`src/rtl/ccs_regs.svh`:
```
// Purpose: Offsets, field positions, reset values and timing for the charger register slice
// Assumes: Included by bare name
// Notes:   Definitions only
`ifndef CCS_REGS_SVH
`define CCS_REGS_SVH

`define CCS_ADDR_SAG        8'h05
`define CCS_ADDR_TMR        8'h06

`define CCS_SAG_MINSYS_BIT  7
`define CCS_SAG_LOOP_BIT    6
`define CCS_SAG_REDCHG_BIT  5
`define CCS_SAG_FORCE_BIT   4
`define CCS_SAG_DIS_BIT     3
`define CCS_SAG_CODE_HI     2
`define CCS_SAG_CODE_LO     0

`define CCS_TMR_HALF_BIT    7
`define CCS_TMR_LIM_HI      6
`define CCS_TMR_LIM_LO      5
`define CCS_TMR_OTG_BIT     4
`define CCS_TMR_THERM_EN_BIT 3
`define CCS_TMR_FLT_HI      2
`define CCS_TMR_FLT_LO      1
`define CCS_TMR_BASE_BIT    0

`define CCS_SAG_RW_MASK     8'h37
`define CCS_TMR_RW_MASK     8'hF9
`define CCS_SAG_RESET       8'h00
`define CCS_TMR_RESET       8'h98

`define CCS_DET_TIME_US     10
`define CCS_CLK_MHZ         25
`define CCS_DET_CYCLES      (`CCS_DET_TIME_US * `CCS_CLK_MHZ)

`endif

```
`src/rtl/ccs_pkg.sv`:
```
// Purpose: Types for the charger register slice
// Assumes: Constants live in ccs_regs.svh
// Notes:   Nothing is imported
package ccs_pkg;
  typedef enum logic [1:0] {
    CCS_LIM_SHORT,
    CCS_LIM_6H,
    CCS_LIM_9H,
    CCS_LIM_OFF
  } ccs_limit_t;

  typedef enum logic [1:0] {
    CCS_TS_NORMAL,
    CCS_TS_SUSPEND,
    CCS_TS_COOL,
    CCS_TS_WARM
  } ccs_ts_fault_t;

  typedef enum logic {
    CCS_DET_IDLE,
    CCS_DET_BUSY
  } ccs_det_state_t;
endpackage

```
`src/rtl/ccs_sync.sv`:
```
// Purpose: Two-flop synchroniser for a bus of asynchronous levels
// Assumes: Inputs are quasi-static levels
// Notes:   First stage is read only by the second
`timescale 1ns/10ps
module ccs_sync #(
  parameter int WIDTH = 5
) (
  input  wire logic             clock,
  input  wire logic             rst_n,
  input  wire logic [WIDTH-1:0] async_in,
  output logic      [WIDTH-1:0] sync_out
);
  logic [WIDTH-1:0] stage1;

  always_ff @(posedge clock or negedge rst_n) begin
    if (!rst_n) begin
      stage1   <= '0;
      sync_out <= '0;
    end else begin
      stage1   <= async_in;
      sync_out <= stage1;
    end
  end
endmodule

```
`src/rtl/ccs_regs_top.sv`:
```
// Purpose: Input-sag/status and safety-timer/thermistor registers of a charger
// Assumes: Register port decoded from the serial interface; status levels are asynchronous
// Notes:   Status levels pass a two-flop synchroniser before the read mux
// Operation
// - Bit 7 of register 05 reads 1 while minimum system mode is active.
// - Bit 6 of register 05 reads 1 while the input-sag loop limits.
// - Bit 5 reduced charge select, default 0; 1 selects fixed 300 mA.
// - Host writes bit 4 to force port detection; reads 0 when done.
// - Bit 3 mirrors the chip disable pin level.
// - Bits 2:0 input-sag code, default 0, 2 percent base steps.
// - Register 06 bit 0 selects 4.2 V or 10.1 V base, default 0.
// - Bit 7 half-speed timer enable, default 1.
// - Bits 6:5 safety limit code, default 00; 11 disables timers.
// - Bit 4 boost current cap select, default 1.
// - Bit 3 thermistor enable, default 1.
// - Bits 2:1 read live thermistor fault code.
// - Register 05 at address 05, reset pattern xx00 x000.
`timescale 1ns/10ps
`include "ccs_regs.svh"
module ccs_regs_top #(
  parameter int DET_CYCLES = `CCS_DET_CYCLES
) (
  input  wire logic       clock,
  input  wire logic       rst_n,
  input  wire logic [7:0] reg_addr,
  input  wire logic       reg_write,
  input  wire logic [7:0] reg_wdata,
  input  wire logic       reg_read,
  output logic      [7:0] reg_rdata,
  input  wire logic       min_system_mode_in,
  input  wire logic       input_sag_loop_in,
  input  wire logic       chip_disable_pin,
  input  wire logic [1:0] thermistor_fault_in,
  input  wire logic       port_detect_done,
  output logic            reduced_charge_select,
  output logic            force_port_detection,
  output logic      [2:0] input_sag_code,
  output logic            input_sag_base_select,
  output logic            timer_halfspeed_enable,
  output ccs_pkg::ccs_limit_t safety_limit,
  output logic            otg_current_cap_select,
  output logic            thermistor_enable
);
  logic [4:0] status_sync;
  logic [7:0] sag_reg;
  logic [7:0] tmr_reg;
  logic [7:0] next_sag_reg;
  logic [7:0] next_tmr_reg;
  logic [7:0] next_rdata;
  logic       force_write;
  logic [15:0] det_count;
  logic [15:0] next_det_count;
  ccs_pkg::ccs_det_state_t det_state;
  ccs_pkg::ccs_det_state_t next_det_state;

  ccs_sync #(.WIDTH(5)) u_sync (
    .clock    (clock),
    .rst_n    (rst_n),
    .async_in ({min_system_mode_in, input_sag_loop_in, chip_disable_pin,
                thermistor_fault_in}),
    .sync_out (status_sync)
  );

  function automatic logic [7:0] merge_rw(input logic [7:0] old_v, input logic [7:0] new_v,
                                           input logic [7:0] mask);
    merge_rw = (old_v & ~mask) | (new_v & mask);
  endfunction

  // Register storage and port-detection sequencing
  always_comb begin
    next_sag_reg   = sag_reg;
    next_tmr_reg   = tmr_reg;
    next_det_state = det_state;
    next_det_count = det_count;
    force_write    = reg_write && reg_addr == `CCS_ADDR_SAG && reg_wdata[`CCS_SAG_FORCE_BIT];
    if (reg_write && reg_addr == `CCS_ADDR_SAG) begin
      next_sag_reg = merge_rw(sag_reg, reg_wdata, `CCS_SAG_RW_MASK);
    end
    if (reg_write && reg_addr == `CCS_ADDR_TMR) begin
      next_tmr_reg = merge_rw(tmr_reg, reg_wdata, `CCS_TMR_RW_MASK);
    end
    unique case (det_state)
      ccs_pkg::CCS_DET_IDLE: begin
        if (next_sag_reg[`CCS_SAG_FORCE_BIT]) begin
          next_det_state = ccs_pkg::CCS_DET_BUSY;
          next_det_count = 16'h0000;
        end
      end
      ccs_pkg::CCS_DET_BUSY: begin
        next_det_count = det_count + 16'h0001;
        if (port_detect_done || det_count == 16'(DET_CYCLES - 1)) begin
          if (force_write) begin
            // A fresh request in the finishing cycle wins and restarts detection
            next_det_count = 16'h0000;
          end else begin
            next_det_state = ccs_pkg::CCS_DET_IDLE;
            next_sag_reg[`CCS_SAG_FORCE_BIT] = 1'b0;
          end
        end
      end
    endcase
  end

  always_ff @(posedge clock or negedge rst_n) begin
    if (!rst_n) begin
      sag_reg   <= `CCS_SAG_RESET;
      tmr_reg   <= `CCS_TMR_RESET;
      det_state <= ccs_pkg::CCS_DET_IDLE;
      det_count <= 16'h0000;
    end else begin
      sag_reg   <= next_sag_reg;
      tmr_reg   <= next_tmr_reg;
      det_state <= next_det_state;
      det_count <= next_det_count;
    end
  end

  // Read data with live status in read-only positions
  always_comb begin
    next_rdata = reg_rdata;
    if (reg_read) begin
      if (reg_addr == `CCS_ADDR_SAG) begin
        next_rdata = sag_reg;
        next_rdata[`CCS_SAG_MINSYS_BIT] = status_sync[4];
        next_rdata[`CCS_SAG_LOOP_BIT]   = status_sync[3];
        next_rdata[`CCS_SAG_DIS_BIT]    = status_sync[2];
      end else if (reg_addr == `CCS_ADDR_TMR) begin
        next_rdata = tmr_reg;
        next_rdata[`CCS_TMR_FLT_HI:`CCS_TMR_FLT_LO] = status_sync[1:0];
      end else begin
        next_rdata = 8'h00;
      end
    end
  end

  always_ff @(posedge clock or negedge rst_n) begin
    if (!rst_n) begin
      reg_rdata <= 8'h00;
    end else begin
      reg_rdata <= next_rdata;
    end
  end

  // Control outputs
  always_ff @(posedge clock or negedge rst_n) begin
    if (!rst_n) begin
      reduced_charge_select  <= 1'b0;
      force_port_detection   <= 1'b0;
      input_sag_code         <= 3'h0;
      input_sag_base_select  <= 1'b0;
      timer_halfspeed_enable <= 1'b1;
      safety_limit           <= ccs_pkg::CCS_LIM_SHORT;
      otg_current_cap_select <= 1'b1;
      thermistor_enable      <= 1'b1;
    end else begin
      reduced_charge_select  <= next_sag_reg[`CCS_SAG_REDCHG_BIT];
      force_port_detection   <= next_sag_reg[`CCS_SAG_FORCE_BIT];
      input_sag_code         <= next_sag_reg[`CCS_SAG_CODE_HI:`CCS_SAG_CODE_LO];
      input_sag_base_select  <= next_tmr_reg[`CCS_TMR_BASE_BIT];
      timer_halfspeed_enable <= next_tmr_reg[`CCS_TMR_HALF_BIT];
      safety_limit           <= ccs_pkg::ccs_limit_t'(
                                next_tmr_reg[`CCS_TMR_LIM_HI:`CCS_TMR_LIM_LO]);
      otg_current_cap_select <= next_tmr_reg[`CCS_TMR_OTG_BIT];
      thermistor_enable      <= next_tmr_reg[`CCS_TMR_THERM_EN_BIT];
    end
  end

  // Checks
  property p_ro_live;
    @(posedge clock) disable iff (!rst_n)
      (reg_read && reg_addr == `CCS_ADDR_SAG) |=> reg_rdata[7] == $past(status_sync[4]);
  endproperty
  minsys_flag_live_a: assert property (p_ro_live) else $error("min system flag wrong");
  loop_flag_live_a: assert property (@(posedge clock) disable iff (!rst_n)
    (reg_read && reg_addr == `CCS_ADDR_SAG) |=> reg_rdata[6] == $past(status_sync[3]))
    else $error("sag loop flag wrong");
  redchg_write_a: assert property (@(posedge clock) disable iff (!rst_n)
    (reg_write && reg_addr == `CCS_ADDR_SAG) |=> reduced_charge_select == $past(reg_wdata[5]))
    else $error("reduced charge not written");
  force_set_a: assert property (@(posedge clock) disable iff (!rst_n)
    (det_state == ccs_pkg::CCS_DET_IDLE && force_write) |=> force_port_detection)
    else $error("force detect not set");
  force_clear_a: assert property (@(posedge clock) disable iff (!rst_n)
    (det_state == ccs_pkg::CCS_DET_BUSY && port_detect_done && !force_write)
    |=> !force_port_detection)
    else $error("force detect not cleared");
  det_bound_a: assert property (@(posedge clock) disable iff (!rst_n)
    det_state == ccs_pkg::CCS_DET_BUSY |-> det_count < 16'(DET_CYCLES))
    else $error("detection count overrun");
  disable_pin_a: assert property (@(posedge clock) disable iff (!rst_n)
    (reg_read && reg_addr == `CCS_ADDR_SAG) |=> reg_rdata[3] == $past(status_sync[2]))
    else $error("disable pin mirror wrong");
  sag_code_a: assert property (@(posedge clock) disable iff (!rst_n)
    (reg_write && reg_addr == `CCS_ADDR_SAG) |=> input_sag_code == $past(reg_wdata[2:0]))
    else $error("sag code not written");
  base_sel_a: assert property (@(posedge clock) disable iff (!rst_n)
    (reg_write && reg_addr == `CCS_ADDR_TMR) |=> input_sag_base_select == $past(reg_wdata[0]))
    else $error("base select not written");
  halfspeed_write_a: assert property (@(posedge clock) disable iff (!rst_n)
    (reg_write && reg_addr == `CCS_ADDR_TMR)
    |=> timer_halfspeed_enable == $past(reg_wdata[`CCS_TMR_HALF_BIT]))
    else $error("half speed enable not written");
  limit_write_a: assert property (@(posedge clock) disable iff (!rst_n)
    (reg_write && reg_addr == `CCS_ADDR_TMR) |=> safety_limit == $past(reg_wdata[6:5]))
    else $error("safety limit not written");
  otg_cap_write_a: assert property (@(posedge clock) disable iff (!rst_n)
    (reg_write && reg_addr == `CCS_ADDR_TMR)
    |=> otg_current_cap_select == $past(reg_wdata[`CCS_TMR_OTG_BIT]))
    else $error("boost cap select not written");
  therm_en_write_a: assert property (@(posedge clock) disable iff (!rst_n)
    (reg_write && reg_addr == `CCS_ADDR_TMR)
    |=> thermistor_enable == $past(reg_wdata[`CCS_TMR_THERM_EN_BIT]))
    else $error("thermistor enable not written");
  fault_live_a: assert property (@(posedge clock) disable iff (!rst_n)
    (reg_read && reg_addr == `CCS_ADDR_TMR) |=> reg_rdata[2:1] == $past(status_sync[1:0]))
    else $error("thermistor fault not live");
  unmapped_read_a: assert property (@(posedge clock) disable iff (!rst_n)
    (reg_read && reg_addr != `CCS_ADDR_SAG && reg_addr != `CCS_ADDR_TMR)
    |=> reg_rdata == 8'h00)
    else $error("unmapped read not zero");
  ro_kept_a: assert property (@(posedge clock) disable iff (!rst_n)
    (reg_write && reg_addr == `CCS_ADDR_TMR) |=> tmr_reg[2:1] == 2'b00)
    else $error("read-only bits stored");
  sag_ro_kept_a: assert property (@(posedge clock) disable iff (!rst_n)
    (reg_write && reg_addr == `CCS_ADDR_SAG) |=> sag_reg[7:6] == 2'b00 && !sag_reg[3])
    else $error("status bits stored");

  detect_cov: cover property (@(posedge clock) disable iff (!rst_n)
    det_state == ccs_pkg::CCS_DET_BUSY ##1 det_state == ccs_pkg::CCS_DET_IDLE);
  sag_read_cov: cover property (@(posedge clock) disable iff (!rst_n)
    reg_read && reg_addr == `CCS_ADDR_SAG && status_sync[4]);
  tmr_write_cov: cover property (@(posedge clock) disable iff (!rst_n)
    reg_write && reg_addr == `CCS_ADDR_TMR && reg_wdata[6:5] == 2'b11);
  restart_cov: cover property (@(posedge clock) disable iff (!rst_n)
    det_state == ccs_pkg::CCS_DET_BUSY && port_detect_done && force_write);
endmodule

```
`config.mk`:
```
export PLATFORM = sky130hd
export DESIGN_NAME = ccs_regs_top
export DESIGN_NICKNAME = d
export VERILOG_FILES = /design/src/rtl/ccs_pkg.sv /design/src/rtl/ccs_sync.sv /design/src/rtl/ccs_regs_top.sv
export VERILOG_INCLUDE_DIRS = /design/src /design/src/rtl
export SDC_FILE = /design/constraint.sdc
export NUM_CORES = 1
export LEC_CHECK = 0
export BUFFER_PORTS_ARGS = -buffer_cell sky130_fd_sc_hd__buf_2
export CAP_MARGIN = 10
export CORE_ASPECT_RATIO = 0.7
export CORE_MARGIN = 5
export CORE_UTILIZATION = 45
export DETAILED_ROUTE_END_ITERATION = 12
export GPL_TIMING_DRIVEN = 1
export PLACE_DENSITY = 0.7
export SLEW_MARGIN = 15
export SYNTH_ARGS = -nofsm -noshare
export SYNTH_HDL_FRONTEND = slang
export SYNTH_HIERARCHICAL = 1
export SYNTH_SLANG_ARGS = --single-unit
```
`constraint.sdc`:
```
create_clock -name clock -period 2.2 [get_ports clock]
set_clock_uncertainty 0.05 [all_clocks]
set_input_delay 0.11 -clock clock [delete_from_list [all_inputs] [get_ports clock]]
set_output_delay 0.11 -clock clock [all_outputs]
set_load 0.005 [all_outputs]
```
Word level (Yosys, flattened, before mapping) --
Index checks and enable logic that the tools add are counted.
Cells by class: add/subtract/negate cells 1, equal/unequal tests 4, mux-type cells 15, bitwise logic cells 3, reduce and logical (&&, ||, !) cells 4
Operators by type and width (number):
- two-way mux 16 bit | 3
- one-hot mux 16 bit (2 select lines) | 1
- two-way mux 8 bit | 3
- adder 16 x 1 -> 16 bit, second input constant | 1
- == test 16 x 8 -> 1 bit, second input constant | 1
- == test 8 x 3 -> 1 bit, second input constant | 2
- OR 3 x 8 -> 8 bit | 1
- OR 8 x 6 -> 8 bit | 1
- two-way mux 1 bit | 6
- two-way mux 6 bit | 1
- logical AND 1 bit | 3
- inequality test 2 bit, second input constant | 1
- one-hot mux 1 bit (2 select lines) | 1
- logical OR 1 bit | 1
- inverter 1 bit | 1
Storage, ports and cells: bits in registers 62, bits of input ports 26, output and inout port bits 19

Longest topological paths before layout --
word-level depth 6, mapped depth 8

By module --
Netlist, hierarchy kept.
Modules (own cells, without submodules):
- ccs_regs_top | times used 1, cells an instance 174, area each 1866.8 sq um
- ccs_sync | times used 1, cells an instance 10, area each 250.2 sq um

Least setup slack after synthesis --
Ideal clock, no wire load.
path type reg2reg, start point reg det_count[12], end point reg det_count[10], arrival 1.930 ns, data required time 2.027 ns, path slack 0.098 ns, cell stages (with the launch flop) 7, path buffers 1, cell sequence dfrtp_1 -> or4b_2 -> nor4_1 -> or2_2 -> o2bb2ai_1 -> buf_2 -> nor2_1
Between the ends: word-level cells in the longest chain between the ends 4
Ends and longest elaborated chain:
- start, declared | line ccs_regs_top.sv:51 | logic [15:0] det_count;
- start signal, assigned | line ccs_regs_top.sv:114 | det_count <= next_det_count;
- == test 16 x 8 -> 1 bit | line ccs_regs_top.sv:91 | if (port_detect_done || det_count == 16'(DET_CYCLES - 1)) begin
- logical OR 1 bit | line ccs_regs_top.sv:91
- two-way mux 16 bit | line ccs_regs_top.sv:91
- one-hot mux 16 bit (2 select lines) | line ccs_regs_top.sv:82 | unique case (det_state)
No other way between the ends. A chain may end at the register's enable or synchronous reset.

Final worst setup path --
start point reg det_count[12], end point reg det_count[5]
Same word-level chain as after synthesis.

==> impl_results.md <==
* Initial antenna violation count at 0
* GRT Residual Overflow at 0
* Worst Setup End Kind: register
* Synth Flop Type: dfrtp_1
* DIE AREA at 6200 µm²
* Leakage power figure at between 1 and 1.5 nW
* DRC Markers at 0
* Post-synthesis net count at 212
* Vias per cell at about 5.3
* Layout cells sized above 1 at 0.379
* Pins over their slew limit at 0
* Fraction of registers with async set/reset at 1.00
* Total GRT Usage at 0.174
* WP data arrival at approximately 2.2 ns
* Final Hold Fails at 0
* Post-DP HPWL at 3390 µm
* Clock slew at reported path FFs at ~0.09 ns
* Final Util at 0.611
* Area grow syn2layout at 28.6%
* RSZ-0062 raised after global routing: no
* CTS tree: yes
* Multi-input combinational cell area at between 900 and 1000 µm²
* # rows at 20
* Num ports at 45
* Seq. cell area at 1150 µm²
* Slew HR at 0.627
* Largest net degree at the start of global routing at 47
* Cell variety after synth at 40
* Fmax at 486 MHz
* Yosys top cell by area: dfrtp_1
* FF-to-FF Start: det_count[12]$_DFFE_PN0P_
* Global placement routability congestion at approximately 0.81
* Max-Cap Viols at 0
* Setup CP Type: reg2reg
* Sequential fraction of the synthesis area at 0.546
* ANT nets after route at 0
* Post-CTS Setup Bufs at 0
* # clock sinks at 46
* Yosys top cell area share at 0.508
* Hold Path Depth at 2
* Die width at between 90 and 100 µm
* Final min period at 2.06 ns
* Crit path to: det_count[5]$_DFFE_PN0P_
* Filler cells at ~350
* Power Density at 842 nW/µm²
* Final setup viols at 0
* Max reg flops at 16
* FF-to-FF path depth at 6
* Crit-path max FO at 11
* WL/cell at 15.0 µm
* Nets at 283
* Diodes inserted at 0
* CTS H-Tree Depth at 2
* Initial core utilization at 0.475
* Max Root-Sink Buffers at 2
* R2R Path End: det_count[5]$_DFFE_PN0P_
* Most frequent cell after synthesis: dfrtp_1
* Violation count after the first detailed-route iteration at 89
* Root Driver: clkbuf_8
* First-pass GRT wire length at 8310 µm
* Synth area leaders: dfrtp_1, mux2_2, xnor2_1
* DR pass1 iterations at 4
* Cts bufs inserted at 5
* Status: completed
* Die Ht at 67.4 µm
* Flops & latches, synth at 46
* Synth Area per Inst at about 12 µm²
* Worst-Margin Slew at 0.559 ns
* YS warnings at 6
* Final WL at ~4700 µm
* Worst VDD drop at 0.000669 V
* Top Registers: det_count (16), reg_rdata (8)
* Count of input and output buffers at 44
* Largest reg by FF count: det_count
* Critical path launch point: det_count[12]$_DFFE_PN0P_
* Worst hold path type: in2reg
* Final Cycle Share at 0.936
* Later-pin clock latency in the skew report at 0.30 ns
* Vias in the first global route at 1670
* CP required at 2.34 ns
* Mapped cell area at between 2000 and 2500 µm²
* Core Region at 4450 µm²
* Post-synth EDFFs at 0
* Reg2Reg Setup Slack at 0.14 ns
* Syn Inst Count at roughly 180
* Synth cell count leaders: dfrtp_1, nor2_1, a21oi_1, xnor2_1, mux2_2
* Post-Route Setup TNS at 0 ns
* DR vias at 1640
* Critical Path Start Type: register
## cell families after synthesis
group                    Yosys count  share of synthesized area
AND/OR/NAND/NOR                   57                      0.157
XOR/XNOR                          11                     0.0455
flip-flops                        46                      0.546
AO/OA/AOI/OAI                     44                      0.154
multiplexers                      10                     0.0532
buffers and inverters             14                     0.0331
adder cells (fa/ha/maj)            2                     0.0118
## power by group
group	internal (mW)	total (mW)	leakage (nW)	switching [mW]
Clock	0.341	0.632	0.0585	0.291
Sequential	1.00	1.15	0.571	0.145
Combinational	0.255	0.515	0.590	0.260
Total	1.60	2.29	1.22	0.697
## metrics by stage
| step | std cells | setup WS [ns] | hold slack (ns) | instance area [µm²] | power [mW] |
|---|---|---|---|---|---|
| floorplan | 184 | 0.0977 | -0.236 | 2120 | 1.44 |
| global placement | 292 | 0.113 | 0.168 | 2480 | 1.63 |
| detailed placement | 292 | 0.0778 | 0.169 | 2480 | 1.64 |
| CTS | 311 | 0.0799 | 0.00648 | 2700 | 2.30 |
| global route | 311 | 0.0443 | 0.00303 | 2720 | 2.45 |
| finish | 311 | 0.142 | 0.0157 | 2720 | 2.29 |
## cells in the final DEF, fill, tap and decap left out, types with 2 or more instances in the layout
cell type	netlist	layout
or4b_4	2	2
o21ai_0	4	3
clkbuf_8	0	5
nand2b_1	3	3
nand2_1	9	9
or4_1	2	2
xnor2_1	11	11
mux2_2	10	10
nand3_1	6	6
nor3_1	2	2
a21oi_1	17	17
a2111oi_2	2	2
o21a_1	2	2
nand4_1	2	2
buf_4	0	15
nor4_4	2	3
dfrtp_1	43	43
a22oi_1	8	8
or2_2	2	2
ha_1	2	2
buf_2	2	44
a31oi_1	2	2
inv_1	8	8
nor2_2	2	2
nor2_1	20	20
dlygate4sd3_1	0	11
dfstp_2	3	3
## routing by layer
metal  global-route usage  vias to the layer above  part of all wire
met2                0.270                       42              0.45
met5                    0                        -                 0
met3               0.0423                        8             0.064
met4               0.0556                        0             0.015
met1                0.244                      793              0.47
li1                     -                      797                 -
## how the worst min path moves through the flow
stage | start | endpoint
finish | reg_wdata[5] | sag_reg[5]$_DFFE_PN0N_
global route | reg_wdata[5] | sag_reg[5]$_DFFE_PN0N_
CTS | reg_wdata[5] | safety_limit[0]$_DFFE_PN0P_
detailed placement | min_system_mode_in | u_sync/stage1[4]$_DFF_PN0_
global placement | thermistor_fault_in[1] | u_sync/stage1[1]$_DFF_PN0_
floorplan | rst_n | det_count[0]$_DFFE_PN0P_
## layout make-up
class,instances,area share
flip-flops and latches,46,0.424
clock buffers,5,0.0253
multi-input cells,124,0.335
well taps,55,0.0253
inverters,8,0.0110
repair buffers,70,0.163
clock inverters,3,0.0161
## critical path: stages (launching register included)
cell       delay [ns]
dfrtp_1          0.39
or4b_2           0.72
nor4_4           0.25
or2_2            0.16
o2bb2ai_1        0.10
buf_4            0.22
nor2_1           0.07
## timing repair
action,4_1_cts,5_1_grt
hold buffers,11,0
endpoints found under the setup margin,0,16
resized for setup,0,4
hold endpoints to repair,53,0
No activity file was read; power rests on OpenSTA's default activity.
